### config.mk
export PLATFORM = sky130hd
export DESIGN_NAME = omc_control_status
export DESIGN_NICKNAME = d
export VERILOG_FILES = /design/src/omc_pkg.sv /design/src/omc_tx_guard.sv /design/src/omc_rx_diag.sv /design/src/omc_control_status.sv
export SDC_FILE = /design/constraint.sdc
export NUM_CORES = 2
export LEC_CHECK = 0
export ABC_AREA = 1
export BUFFER_PORTS_ARGS = -buffer_cell sky130_fd_sc_hd__buf_2
export CAP_MARGIN = 5
export CORE_AREA = 4 4 1074 542
export CTS_BUF_LIST = sky130_fd_sc_hd__clkbuf_8
export CTS_CLUSTER_SIZE = 10
export DETAILED_ROUTE_END_ITERATION = 16
export DIE_AREA = 0 0 1078 546
export PLACE_DENSITY = 0.4
export SYNTH_ARGS = -nofsm -noshare
export SYNTH_HDL_FRONTEND = slang
export SYNTH_SLANG_ARGS = --single-unit
### constraint.sdc
create_clock -name sys_clk -period 16.65 [get_ports sys_clk]
set_clock_uncertainty 0.15 [all_clocks]
set_input_delay 0 -clock sys_clk [delete_from_list [all_inputs] [get_ports sys_clk]]
set_output_delay 0 -clock sys_clk [all_outputs]
set_load 0.1 [all_outputs]
### src/omc_pkg.sv
// What this block does
// transmit-off high turns laser off
// floating transmit-off also disables transmitter
// pin OR software bit disables transmitter
// control byte bit 7 shows transmit-off
// transmit-off toggle resets a tripped transmitter
// laser fault or low supply disables laser
// fault pin open collector, high means fault
// laser fault latches the fault output
// latch clears only by toggle or power
// low supply fault follows, never latched
// control byte bit 2 shows fault
// eye-safety trip counts as laser fault
// lost-signal output high on weak input
// control byte bit 1 shows lost signal
// identification page answers at address A0h
// diagnostic page answers at address A2h
// five calibrated live values in diagnostics
// software disable bit reads zero after reset
package omc_pkg;
   // two-wire device addresses, seven bits without the direction bit
   localparam logic [6:0] OMC_ID_DEV       = 7'h50;
   localparam logic [6:0] OMC_DIAG_DEV     = 7'h51;
   localparam int         OMC_PAGE_BIT     = 1;
   localparam int         OMC_DIR_BIT      = 0;
   localparam logic [3:0] OMC_BYTE_BITS    = 4'h8;
   localparam int         OMC_MEM_DEPTH    = 256;

   // control and status byte on the diagnostic page
   localparam logic [7:0] OMC_CTRL_OFFSET  = 8'h6e;
   localparam int         OMC_TXOFF_BIT    = 7;
   localparam int         OMC_SOFT_BIT     = 6;
   localparam int         OMC_FAULT_BIT    = 2;
   localparam int         OMC_LOS_BIT      = 1;
   localparam logic       OMC_SOFT_RESET   = 1'b0;

   // live values: temperature, supply, bias, transmit power, receive power
   localparam int         OMC_DIAG_CHANNELS = 5;
   localparam int         OMC_DIAG_WIDTH    = 16;
   localparam logic [7:0] OMC_DIAG_BASE     = 8'h60;
   localparam logic [7:0] OMC_DIAG_END      = 8'h6a;
endpackage

### src/omc_tx_guard.sv
`timescale 1ns/1ps
module omc_tx_guard (
   // clock and reset
   input  wire logic sys_clk,
   input  wire logic arst_n,
   // disable requests
   input  wire logic txOffPin,
   input  wire logic txOffFloat,
   input  wire logic softDisable,
   // fault detectors
   input  wire logic laserFaultDet,
   input  wire logic lowSupply,
   // results
   output logic      laserEnable,
   output logic      txFaultOe,
   output logic      txFaultOut,
   output logic      txOffStat,
   output logic      txFaultStat
);
   logic txOffPrev;
   logic faultLatched;
   logic txOffReq;
   logic clearEv;
   logic next_latched;
   logic faultNow;

   // an open pin reads as a request to turn off
   assign txOffReq     = txOffPin | txOffFloat;
   // falling edge ends a toggle; a fresh trip in that cycle still wins
   assign clearEv      = txOffPrev & ~txOffReq;
   assign next_latched = laserFaultDet | (faultLatched & ~clearEv);
   // low supply joins the fault output without touching the latch
   assign faultNow     = next_latched | lowSupply;

   // latch and edge history
   always_ff @(posedge sys_clk or negedge arst_n) begin
      if (!arst_n) begin
         txOffPrev    <= 1'b1;
         faultLatched <= 1'b0;
      end else begin
         txOffPrev    <= txOffReq;
         faultLatched <= next_latched;
      end
   end

   // registered pins; the fault pin pulls low only while healthy
   always_ff @(posedge sys_clk or negedge arst_n) begin
      if (!arst_n) begin
         laserEnable <= 1'b0;
         txFaultOe   <= 1'b0;
         txFaultOut  <= 1'b0;
         txOffStat   <= 1'b1;
         txFaultStat <= 1'b0;
      end else begin
         laserEnable <= ~(txOffReq | softDisable | faultNow);
         txFaultOe   <= ~faultNow;
         txFaultOut  <= 1'b0;
         txOffStat   <= txOffReq;
         txFaultStat <= faultNow;
      end
   end

   laser_off_a: assert property (@(posedge sys_clk) disable iff (!arst_n)
      txOffPin |=> !laserEnable) else $error("laser on while pin high");
   float_off_a: assert property (@(posedge sys_clk) disable iff (!arst_n)
      txOffFloat |=> !laserEnable) else $error("laser on while pin open");
   soft_off_a: assert property (@(posedge sys_clk) disable iff (!arst_n)
      softDisable |=> !laserEnable) else $error("laser on while soft disabled");
   // the second cycle may already show a toggle that cleared the latch
   fault_latch_a: assert property (@(posedge sys_clk) disable iff (!arst_n)
      laserFaultDet |=> (!txFaultOe && !laserEnable)
      ##1 ($past(clearEv & ~laserFaultDet) || (!txFaultOe && !laserEnable)))
      else $error("fault not latched");
   fault_hold_a: assert property (@(posedge sys_clk) disable iff (!arst_n)
      (faultLatched && !clearEv) |=> faultLatched) else $error("fault lost");
   fault_reset_a: assert property (@(posedge sys_clk) disable iff (!arst_n)
      (faultLatched && clearEv && !laserFaultDet) |=> !faultLatched)
      else $error("toggle did not reset");
   low_supply_a: assert property (@(posedge sys_clk) disable iff (!arst_n)
      (!lowSupply && !laserFaultDet && !faultLatched) |=> txFaultOe)
      else $error("low supply fault held");
endmodule // omc_tx_guard

### src/omc_rx_diag.sv
`timescale 1ns/1ps
module omc_rx_diag #(
   parameter int CHANNELS = omc_pkg::OMC_DIAG_CHANNELS,
   parameter int WIDTH    = omc_pkg::OMC_DIAG_WIDTH
) (
   // clock and reset
   input  wire logic                      sys_clk,
   input  wire logic                      arst_n,
   // receiver and monitor inputs
   input  wire logic                      rxPowerLow,
   input  wire logic [CHANNELS*WIDTH-1:0] liveVal,
   input  wire logic                      freeze,
   // results
   output logic                           receiveSignalLost,
   output logic [CHANNELS*WIDTH-1:0]      heldVal
);
   // weak input raises lost-signal
   always_ff @(posedge sys_clk or negedge arst_n) begin
      if (!arst_n) begin
         receiveSignalLost <= 1'b1;
      end else begin
         receiveSignalLost <= rxPowerLow;
      end
   end

   // hold values while a read runs so both bytes of a word match
   genvar ch;
   generate
      for (ch = 0; ch < CHANNELS; ch++) begin : g_chan
         always_ff @(posedge sys_clk or negedge arst_n) begin
            if (!arst_n) begin
               heldVal[ch*WIDTH +: WIDTH] <= '0;
            end else if (!freeze) begin
               heldVal[ch*WIDTH +: WIDTH] <= liveVal[ch*WIDTH +: WIDTH];
            end
         end
      end
   endgenerate

   los_follow_a: assert property (@(posedge sys_clk) disable iff (!arst_n)
      rxPowerLow |=> receiveSignalLost) else $error("lost-signal not raised");
endmodule // omc_rx_diag

### src/omc_control_status.sv
`timescale 1ns/1ps
module omc_control_status (
   // clock and reset
   input  wire logic        sys_clk,
   input  wire logic        arst_n,
   // transmitter control pins
   input  wire logic        txOffPin,
   input  wire logic        txOffFloat,
   input  wire logic        laserFaultDet,
   input  wire logic        lowSupply,
   output logic             laserEnable,
   output logic             txFaultOut,
   output logic             txFaultOe,
   // receiver
   input  wire logic        rxPowerLow,
   output logic             receiveSignalLost,
   // calibrated live values
   input  wire logic [15:0] tempVal,
   input  wire logic [15:0] supplyVal,
   input  wire logic [15:0] biasVal,
   input  wire logic [15:0] txPowerVal,
   input  wire logic [15:0] rxPowerVal,
   // two-wire serial port
   input  wire logic        scl,
   input  wire logic        sdaIn,
   output logic             sdaOut,
   output logic             sdaOe
);
   typedef enum {
      ST_IDLE, ST_ADDR, ST_ADDR_ACK, ST_WORD, ST_WORD_ACK,
      ST_WDATA, ST_WDATA_ACK, ST_RDATA, ST_RDATA_ACK
   } omc_i2c_state_type;

   omc_i2c_state_type state;
   logic       sclPrev;
   logic       sdaPrev;
   logic [7:0] shiftReg;
   logic [3:0] bitCnt;
   logic [7:0] ptr;
   logic       page;
   logic       readMode;
   logic       hostAck;
   logic       softDisable;
   logic [7:0] idMem   [omc_pkg::OMC_MEM_DEPTH];
   logic [7:0] diagMem [omc_pkg::OMC_MEM_DEPTH];

   logic       txOffStat;
   logic       txFaultStat;
   logic [79:0] liveVal;
   logic [79:0] heldVal;

   // bus events
   logic       sclRise;
   logic       sclFall;
   logic       startCond;
   logic       stopCond;
   logic       byteFull;
   logic       addrMatch;
   logic       busy;
   assign sclRise   = scl & ~sclPrev;
   assign sclFall   = ~scl & sclPrev;
   assign startCond = scl & sclPrev & sdaPrev & ~sdaIn;
   assign stopCond  = scl & sclPrev & ~sdaPrev & sdaIn;
   assign byteFull  = (bitCnt == omc_pkg::OMC_BYTE_BITS);
   assign addrMatch = (shiftReg[7:1] == omc_pkg::OMC_ID_DEV) ||
                      (shiftReg[7:1] == omc_pkg::OMC_DIAG_DEV);
   assign busy      = (state != ST_IDLE);

   // diagnostic value decode, big-endian words from the base
   logic       inDiag;
   logic       isCtrl;
   logic [7:0] diagOff;
   logic [6:0] diagBit;
   logic [15:0] diagWord;
   logic [7:0] diagByte;
   logic [7:0] ctrlByte;
   assign inDiag   = (ptr >= omc_pkg::OMC_DIAG_BASE) && (ptr < omc_pkg::OMC_DIAG_END);
   assign isCtrl   = (ptr == omc_pkg::OMC_CTRL_OFFSET);
   assign diagOff  = ptr - omc_pkg::OMC_DIAG_BASE;
   assign diagBit  = {diagOff[3:1], 4'h0};
   assign diagWord = heldVal[diagBit +: 16];
   assign diagByte = diagOff[0] ? diagWord[7:0] : diagWord[15:8];

   // control byte: unlisted bits read as zero
   always_comb begin
      ctrlByte = 8'h00;
      ctrlByte[omc_pkg::OMC_TXOFF_BIT] = txOffStat;
      ctrlByte[omc_pkg::OMC_SOFT_BIT]  = softDisable;
      ctrlByte[omc_pkg::OMC_FAULT_BIT] = txFaultStat;
      ctrlByte[omc_pkg::OMC_LOS_BIT]   = receiveSignalLost;
   end

   // read byte selection per page
   logic [7:0] rdByte;
   assign rdByte = !page ? idMem[ptr] :
                   isCtrl ? ctrlByte :
                   inDiag ? diagByte : diagMem[ptr];

   // a data byte lands at the falling edge after its eighth bit
   logic memWrite;
   assign memWrite = (state == ST_WDATA) && sclFall && byteFull && !startCond && !stopCond;

   // edge history of the serial lines
   always_ff @(posedge sys_clk or negedge arst_n) begin
      if (!arst_n) begin
         sclPrev <= 1'b1;
         sdaPrev <= 1'b1;
      end else begin
         sclPrev <= scl;
         sdaPrev <= sdaIn;
      end
   end

   // serial slave: sample on rising clock, drive on falling clock
   always_ff @(posedge sys_clk or negedge arst_n) begin
      if (!arst_n) begin
         state    <= ST_IDLE;
         shiftReg <= 8'h00;
         bitCnt   <= 4'h0;
         ptr      <= 8'h00;
         page     <= 1'b0;
         readMode <= 1'b0;
         hostAck  <= 1'b0;
         sdaOe    <= 1'b0;
      end else if (startCond) begin
         state  <= ST_ADDR;
         bitCnt <= 4'h0;
         sdaOe  <= 1'b0;
      end else if (stopCond) begin
         state <= ST_IDLE;
         sdaOe <= 1'b0;
      end else begin
         unique case (state)
            ST_IDLE: begin
            end
            ST_ADDR, ST_WORD, ST_WDATA: begin
               if (sclRise) begin
                  shiftReg <= {shiftReg[6:0], sdaIn};
                  bitCnt   <= bitCnt + 4'h1;
               end else if (sclFall && byteFull) begin
                  bitCnt <= 4'h0;
                  if (state == ST_ADDR) begin
                     if (addrMatch) begin
                        sdaOe    <= 1'b1;
                        page     <= shiftReg[omc_pkg::OMC_PAGE_BIT];
                        readMode <= shiftReg[omc_pkg::OMC_DIR_BIT];
                        state    <= ST_ADDR_ACK;
                     end else begin
                        state <= ST_IDLE;
                     end
                  end else if (state == ST_WORD) begin
                     ptr   <= shiftReg;
                     sdaOe <= 1'b1;
                     state <= ST_WORD_ACK;
                  end else begin
                     ptr   <= ptr + 8'h01;
                     sdaOe <= 1'b1;
                     state <= ST_WDATA_ACK;
                  end
               end
            end
            ST_ADDR_ACK, ST_WORD_ACK, ST_WDATA_ACK: begin
               if (sclFall) begin
                  bitCnt <= 4'h0;
                  if (state == ST_ADDR_ACK && readMode) begin
                     shiftReg <= rdByte;
                     sdaOe    <= ~rdByte[7];
                     state    <= ST_RDATA;
                  end else begin
                     sdaOe <= 1'b0;
                     state <= (state == ST_ADDR_ACK) ? ST_WORD : ST_WDATA;
                  end
               end
            end
            ST_RDATA: begin
               if (sclRise) begin
                  bitCnt <= bitCnt + 4'h1;
               end else if (sclFall) begin
                  if (byteFull) begin
                     sdaOe  <= 1'b0;
                     ptr    <= ptr + 8'h01;
                     bitCnt <= 4'h0;
                     state  <= ST_RDATA_ACK;
                  end else begin
                     shiftReg <= {shiftReg[6:0], 1'b0};
                     sdaOe    <= ~shiftReg[6];
                  end
               end
            end
            ST_RDATA_ACK: begin
               if (sclRise) begin
                  hostAck <= ~sdaIn;
               end else if (sclFall) begin
                  if (hostAck) begin
                     shiftReg <= rdByte;
                     sdaOe    <= ~rdByte[7];
                     state    <= ST_RDATA;
                  end else begin
                     state <= ST_IDLE;
                  end
               end
            end
         endcase
      end
   end

   // the line is only ever pulled low
   always_ff @(posedge sys_clk or negedge arst_n) begin
      if (!arst_n) begin
         sdaOut <= 1'b0;
      end else begin
         sdaOut <= 1'b0;
      end
   end

   // software disable bit in the control byte
   always_ff @(posedge sys_clk or negedge arst_n) begin
      if (!arst_n) begin
         softDisable <= omc_pkg::OMC_SOFT_RESET;
      end else if (memWrite && page && isCtrl) begin
         softDisable <= shiftReg[omc_pkg::OMC_SOFT_BIT];
      end
   end

   // page storage; live values and control byte are not stored here
   always_ff @(posedge sys_clk) begin
      if (memWrite && !page) begin
         idMem[ptr] <= shiftReg;
      end
      if (memWrite && page && !isCtrl && !inDiag) begin
         diagMem[ptr] <= shiftReg;
      end
   end

   assign liveVal = {rxPowerVal, txPowerVal, biasVal, supplyVal, tempVal};

   // transmitter disable and fault logic
   omc_tx_guard u_tx_guard (
      .sys_clk       (sys_clk),
      .arst_n        (arst_n),
      .txOffPin      (txOffPin),
      .txOffFloat    (txOffFloat),
      .softDisable   (softDisable),
      .laserFaultDet (laserFaultDet),
      .lowSupply     (lowSupply),
      .laserEnable   (laserEnable),
      .txFaultOe     (txFaultOe),
      .txFaultOut    (txFaultOut),
      .txOffStat     (txOffStat),
      .txFaultStat   (txFaultStat)
   );

   // receiver status and value snapshot
   omc_rx_diag u_rx_diag (
      .sys_clk           (sys_clk),
      .arst_n            (arst_n),
      .rxPowerLow        (rxPowerLow),
      .liveVal           (liveVal),
      .freeze            (busy),
      .receiveSignalLost (receiveSignalLost),
      .heldVal           (heldVal)
   );

   addr_ack_a: assert property (@(posedge sys_clk) disable iff (!arst_n)
      (state == ST_ADDR && sclFall && byteFull && addrMatch && !startCond && !stopCond)
      |=> (sdaOe && state == ST_ADDR_ACK)) else $error("address not acked");
   // a stored one turns the laser off the cycle after it lands
   soft_write_a: assert property (@(posedge sys_clk) disable iff (!arst_n)
      (memWrite && page && isCtrl && shiftReg[omc_pkg::OMC_SOFT_BIT])
      |=> softDisable ##1 !laserEnable) else $error("soft disable not stored");
   soft_clear_a: assert property (@(posedge sys_clk) disable iff (!arst_n)
      (memWrite && page && isCtrl && !shiftReg[omc_pkg::OMC_SOFT_BIT])
      |=> !softDisable) else $error("soft disable not cleared");

   // status bits seen by a read follow the live pin state
   ctrl_bits_a: assert property (@(posedge sys_clk) disable iff (!arst_n)
      (page && isCtrl) |-> (rdByte[omc_pkg::OMC_TXOFF_BIT] == txOffStat
      && rdByte[omc_pkg::OMC_FAULT_BIT] == txFaultStat
      && rdByte[omc_pkg::OMC_LOS_BIT] == receiveSignalLost))
      else $error("control byte bits wrong");

   // framing: start rearms the address, stop always lets go of the wire
   start_addr_a: assert property (@(posedge sys_clk) disable iff (!arst_n)
      startCond |=> (state == ST_ADDR && bitCnt == 4'h0 && !sdaOe))
      else $error("start not taken");
   stop_idle_a: assert property (@(posedge sys_clk) disable iff (!arst_n)
      stopCond |=> (state == ST_IDLE && !sdaOe)) else $error("stop not taken");
   foreign_nack_a: assert property (@(posedge sys_clk) disable iff (!arst_n)
      (state == ST_ADDR && sclFall && byteFull && !addrMatch && !startCond && !stopCond)
      |=> (!sdaOe && state == ST_IDLE)) else $error("foreign address acked");
   ack_release_a: assert property (@(posedge sys_clk) disable iff (!arst_n)
      ((state == ST_WORD_ACK || state == ST_WDATA_ACK) && sclFall && !startCond && !stopCond)
      |=> !sdaOe) else $error("ack held too long");

   // reads: first bit driven at the ack fall, pointer steps once per byte
   read_drive_a: assert property (@(posedge sys_clk) disable iff (!arst_n)
      (state == ST_ADDR_ACK && readMode && sclFall && !startCond && !stopCond)
      |=> (sdaOe == !$past(rdByte[7]))) else $error("read bit not driven");
   ptr_step_a: assert property (@(posedge sys_clk) disable iff (!arst_n)
      (state == ST_RDATA && sclFall && byteFull && !startCond && !stopCond)
      |=> (ptr == $past(ptr) + 8'h01)) else $error("pointer did not step");
   // the snapshot must not move while a transfer runs, or words tear
   snapshot_freeze_a: assert property (@(posedge sys_clk) disable iff (!arst_n)
      busy |=> $stable(heldVal)) else $error("snapshot moved during transfer");
endmodule // omc_control_status

; ---- Word level (Yosys, flattened, before mapping)
; Memories as Yosys holds them, arrays and structs flattened.
; Cells that the tools add are included.
[totals]
n_memories = 2
out_inout_bits = 6
ff_bits = 145
in_bits = 89
ramBits = 4096
[mem_list]
columns = name, depth, width, read_ports, rd_ports_with_merged_regs, write_ports, line
row1 = diagMem, 256, 8, 1, 0, 1, omc_control_status.sv:45  ; logic [7:0] diagMem [omc_pkg::OMC_MEM_DEPTH];
row2 = idMem, 256, 8, 1, 0, 1, omc_control_status.sv:44  ; logic [7:0] idMem [omc_pkg::OMC_MEM_DEPTH];
[op_classes]
n_eq_ne = 44
n_lt_le_gt_ge = 2
n_reduce_logical = 32
shifts = 1
n_addsub = 3
bitwise = 27
muxes = 67
[ops]
columns = operator, n
row1 = 32-bit 2-to-1 mux, 11
row2 = 32-bit by 3-bit equality test with 1-bit output (second input constant), 6
row3 = 8-bit 2-to-1 mux, 20
row4 = 32-bit case mux with 4 select lines, 1
row5 = 32-bit by 2-bit equality test with 1-bit output (second input constant), 3
row6 = 80-bit by 8-bit indexed part select with 16-bit output, 1
row7 = 32-bit by 4-bit equality test with 1-bit output (second input constant), 2
row8 = 4-bit inequality test (second input constant), 12
row9 = 32-bit by 1-bit equality test with 1-bit output (second input constant), 1
row10 = 4-bit 2-to-1 mux, 8
row11 = 8-bit case mux with 4 select lines, 1
row12 = 32-bit nonzero test, 1
row13 = 2-bit inequality test (second input constant), 14
row14 = 1-bit 2-to-1 mux, 18
row15 = 9-bit AND reduction, 2
row16 = 8-bit case mux with 2 select lines, 1
row17 = 7-bit equality test (second input constant), 2
row18 = 1-bit NOT, 13
row19 = 1-bit logical AND, 12
row20 = 4-bit case mux with 3 select lines, 1
row21 = 12-bit AND reduction, 1
row22 = 10-bit AND reduction, 1
row23 = 1-bit bitwise AND, 9
row24 = 3-bit 2-to-1 mux, 3
row25 = 21 further kinds, 32

; ---- Logic depth before layout (Yosys ltp)
[logic_depth]
word_depth = 13
depth_mapped = 22

; ---- Cells and area by module
; A second synthesis with hierarchy kept.
[unflattened]
cells_unflattened = 14246
hier_area_um2 = 171054.1
[by_module_without_submodules]
columns = mod, n_inst, cells_each, area_per_inst_um2, seq_area_each_um2
row1 = omc_control_status, 1, 13889, 167784.7, 123776.2
row2 = omc_rx_diag, 1, 339, 3079.2, 2028.2
row3 = omc_tx_guard, 1, 18, 190.2, 126.4

; ---- Worst setup path after synthesis
; Ideal clock, no wire load.
[synth_timing]
path_type = register -> register
startpoint = register shiftReg[3]
endpoint = memory diagMem[0][3], data pin
required_ps = 15086
t_arrival_ps = 6109
period_less_slack_ps = 7672
slack_ps = 8978
path_buffers = 0
path_stages_with_launch = 1
cell_sequence = dfrtp_1
[synth_rtl]
columns = element, line
row1 = "start, declared", omc_control_status.sv:37  ; logic [7:0] shiftReg;
row2 = "start signal, assigned", omc_control_status.sv:138  ; shiftReg <= {shiftReg[6:0], sdaIn};
row3 = "start signal, assigned", omc_control_status.sv:166  ; shiftReg <= rdByte;
row4 = "start signal, assigned", omc_control_status.sv:185  ; shiftReg <= {shiftReg[6:0], 1'b0};
row5 = "end, declared", omc_control_status.sv:45
; Straight into the memory's write port.

; ---- Worst setup path in the final report
[layout_timing]
startpoint = register ptr[0]
endpoint = register shiftReg[7]
[layout_via]
elab_chain_cells = 10
[layout_rtl]
columns = element, line
row1 = "start, declared", omc_control_status.sv:39  ; logic [7:0] ptr;
row2 = "start signal, assigned", omc_control_status.sv:152  ; ptr <= shiftReg;
row3 = "start signal, assigned", omc_control_status.sv:156  ; ptr <= ptr + 8'h01;
row4 = "start signal, assigned", omc_control_status.sv:181  ; ptr <= ptr + 8'h01;
row5 = 4-bit by 1-bit subtractor with 4-bit output, omc_control_status.sv:79  ; assign diagOff = ptr - omc_pkg::OMC_DIAG_BASE;
row6 = 80-bit by 8-bit indexed part select with 16-bit output, omc_control_status.sv:81  ; assign diagWord = heldVal[diagBit +: 16];
row7 = 8-bit 2-to-1 mux, omc_control_status.sv:82  ; assign diagByte = diagOff[0] ? diagWord[7:0] : diagWord[15:8];
row8 = 8-bit 2-to-1 mux, omc_control_status.sv:97  ; inDiag ? diagByte : diagMem[ptr];
row9 = 8-bit 2-to-1 mux, omc_control_status.sv:96  ; isCtrl ? ctrlByte :
row10 = 8-bit 2-to-1 mux (*), omc_control_status.sv:95  ; assign rdByte = !page ? idMem[ptr] :
row11 = 8-bit 2-to-1 mux, omc_control_status.sv:194  ; if (hostAck) begin
row12 = 8-bit 2-to-1 mux, omc_control_status.sv:193  ; end else if (sclFall) begin
row13 = 8-bit 2-to-1 mux, omc_control_status.sv:191  ; if (sclRise) begin
row14 = 8-bit case mux with 4 select lines (*), omc_control_status.sv:133  ; unique case (state)
row15 = "end signal, assigned", omc_control_status.sv:138
row16 = "end signal, assigned", omc_control_status.sv:185
row17 = "end signal, assigned", omc_control_status.sv:195  ; shiftReg <= rdByte;
; Mark *: on every way between the ends. The rest lies on a longest branch, timed or not. The select of a mux whose other input is x is not followed.
; A chain may end at the register's enable or synchronous reset.

==> reports/results.ini <==
[grt]
antenna_found_initial=70
grt_pass1_vias=109446
overflow=0
grt_use_total_pct=21.5
grt_pass1_wl_um=910000
grt_max_degree=162

[sta]
fmax_ghz=0.146
fin_crit_ns=6.87
slew-limit-headroom_pct=6.87
rsz0062_at_grt=false
worst_pin_slew_ns=1.39
setup_tns_ns=0
slew_viol_final=0
finalCritPeriodShare_pct=41.3
hold_viol=0
setup_viol=0

[floorplanning]
initial_core_util_pct=29.9
die_y_um=546
ios=95
die_area_sq_um=589000
die_x_um=1080
core-area_sq_um=573000
rows=197

[worst_setup_path]
crit_slowest_cell=buf_4
cp_top_family=buffers and inverters
reg2reg_depth=20
reg2reg_from=ptr[0]$_DFFE_PN0P_
path_common_cell=nand2_1
cp_num_cells=20
critPathBufInv=4
r2r-end=shiftReg[7]$_DFFE_PN0P_
start_kind=register
crit_fanout=138
cp_cell_sequence=inv_16 > buf_4 > buf_12 > buf_4 > o21ai_0 > nand2_1 > nand2_1 > nand2_1 > o21ai_1 > nand2_1 > nor2_1 > nor2_1 > nor2_1 > nand2_1 > nand2_1 > nand2_1 > nand2_1 > nand2_1 > nand2_1 > a21oi_1
required_ns=17.62
endpoint_kind=register
cp-startpoint=ptr[0]$_DFFE_PN0P_
rrSetupSlack_ns=9.78
path_class=reg2reg
max_stage_delay_ns=0.80
crit_path_end=shiftReg[7]$_DFFE_PN0P_
worstPathArrival_ns=7.84

[final_layout]
register_area_sq_um=126000
fin_area_sq_um=196000
postLayoutCoreUtil_pct=34.3
multi_input_area_sq_um=40300
final_common_cell=edfxtp_1
nets=14996
area_growth_pct=14.7
drive_gt1_share_pct=11.3
fill_cells=57211
final_cell_mix=4096 x edfxtp_1, 2595 x nand2_1, 2145 x nor2_1

[synthesis]
synth_warnings=0
synth_area_leaders=edfxtp_1 72%, nand2_1 5.7%, o21ai_0 5.2%, nor2_1 4.7%, o22ai_1 2.1%
synth_top_area_share_pct=71.8
ys_ff_latch=4213
synth_edf_count=4096
synthFlopType=edfxtp_1
ys_seq_area_share_pct=73.5
syn-cell-area_sq_um=171000
ys_types=56
synth-async-reset-ratio_pct=2.78
netlist_instances=14151
synth_area_per_cell_sq_um=12.1
synth_top_cell_by_area=edfxtp_1

[route]
drc=0
wl_um=653000
viasPerCell=5.09
vias=117072
first_iter_violations=14537
avgRoutedWirePerCell_um=28.4
antenna_left=0
drtPass1Iterations=6

[power_and_ir_drop]
p_seq_share_pct=38.3
intPower_uw=20000
p_leak_uw=0.0667
vdd_drop_max_mv=0.158
pwr-share-clk_pct=23.1
switching_share_pct=43.8
p_comb_share_pct=38.6
power.net_switching_uw=15500
p_per_area_nw_per_um2=181

[clock_network]
cts_setup_buffers=0
clockBufferDepth=5
path_clk_slew_ns=0.08
cts.sinks=4213
htreeDepth=6
cts_buffers=665
clk_latency_ns=1.21
cts_tree=built
clockRootBuffer=clkbuf_8

[placement]
dp_hpwl_um=388000
placed_cell_area_sq_um=182000
port_buffers=92
finalWeightedCongestion=0.830

[outcome]
status=finished, final reports clean

[worst_hold_path]
hold_start=tempVal[0]
min_path_type=in2reg

[flow_run]
maxCapViolCount=0

[layout make-up]
type	instances	share of cell area, %
sequential	4213	64.1
multi-input combinational	8779	20.5
tap	7661	4.88
clock buffer	682	4.78
timing repair buffer	1004	4.25
clock inverter	408	0.916
inverter	235	0.488
antenna	30	0.0382
[registers in the layout (all words and copies together) (netlist names), 4 cells and up]
| register | cells |
|---|---|
| ptr | 8 |
| state | 4 |
| idMem | 2048 |
| bitCnt | 4 |
| diagMem | 2048 |
| u_rx_diag.heldVal | 80 |
| shiftReg | 8 |
[metrics by stage]
step	instances	worst slack [ns]	total power, uW	hold slack [ns]
3_3_place_gp	21621	9.72	27400	-0.125
3_5_place_dp	21626	9.80	27300	-0.125
4_1_cts	22979	9.77	35600	0.00493
2_1_floorplan	14224	8.98	21600	-0.446
5_1_grt	22991	9.58	37200	0.0152
6_report	23012	9.78	35500	0.107
[cells by family after synthesis]
| kind of cell | share of synthesized area [%] |
|---|---|
| compound gates | 8.75 |
| fa+ha+maj | 0.0657 |
| buf+inv | 3.65 |
| flops | 73.5 |
| mux | 0.210 |
| other cells | 0.00219 |
| simple gates | 13.8 |
[routing by layer]
metal  routed length, um  vias to the layer above  track usage, %  share of wire [%]
met4               10600                       10            3.93                1.6
met1              336000                    59415            35.8                 51
met2              242000                     4809            26.6                 37
met5                  55                        -               0             0.0084
li1                    -                    52132               -                  -
met3               65100                      706            6.60                 10
[worst min path at each step]
stage,cells after the start,slack (ns),end
floorplan,0,-0.45,bitCnt[0]$_DFFE_PN0P_
global placement,1,-0.13,u_rx_diag.heldVal[55]$_DFFE_PN0N_
detailed placement,1,-0.12,u_rx_diag.heldVal[55]$_DFFE_PN0N_
CTS,5,0.005,u_rx_diag.heldVal[0]$_DFFE_PN0N_
global route,3,0.02,sdaPrev$_DFF_PN1_
finish,5,0.11,u_rx_diag.heldVal[0]$_DFFE_PN0N_
[cell usage after synthesis (60+ instances only)]
cell	instances
edfxtp_1	4096
nand2_1	2614
nor2_1	2158
o21ai_0	1785
o22ai_1	579
nor3_1	512
nand3_1	424
buf_2	409
clkbuf_1	301
a21oi_1	239
inv_1	223
buf_4	160
nand4_1	115
dfrtp_1	113
o21ai_1	96
buf_1	60
[worst register-to-register path, delay by kind of cell, from the launching register on]
family | cells | cell delay, ns
simple gates | 13 | 2.34
compound gates | 3 | 0.88
buf+inv | 4 | 2.70
flops | 1 | 0.71
[power by group through the flow]
stage	Clock (uW)	Combinational [uW]	Sequential (uW)
CTS	8380	13600	13600
global placement	0	13500	13800
finish	8190	13700	13600
global route	8910	14700	13600
floorplan	0	6590	15000
detailed placement	0	13400	13800
[timing repair]
action                                 CTS  global route
hold buffers                           263             0
setup endpoints to repair                0             0
resized for setup                        0             0
endpoints found under the hold margin  234             0
(Power assumes the default switching activity.)
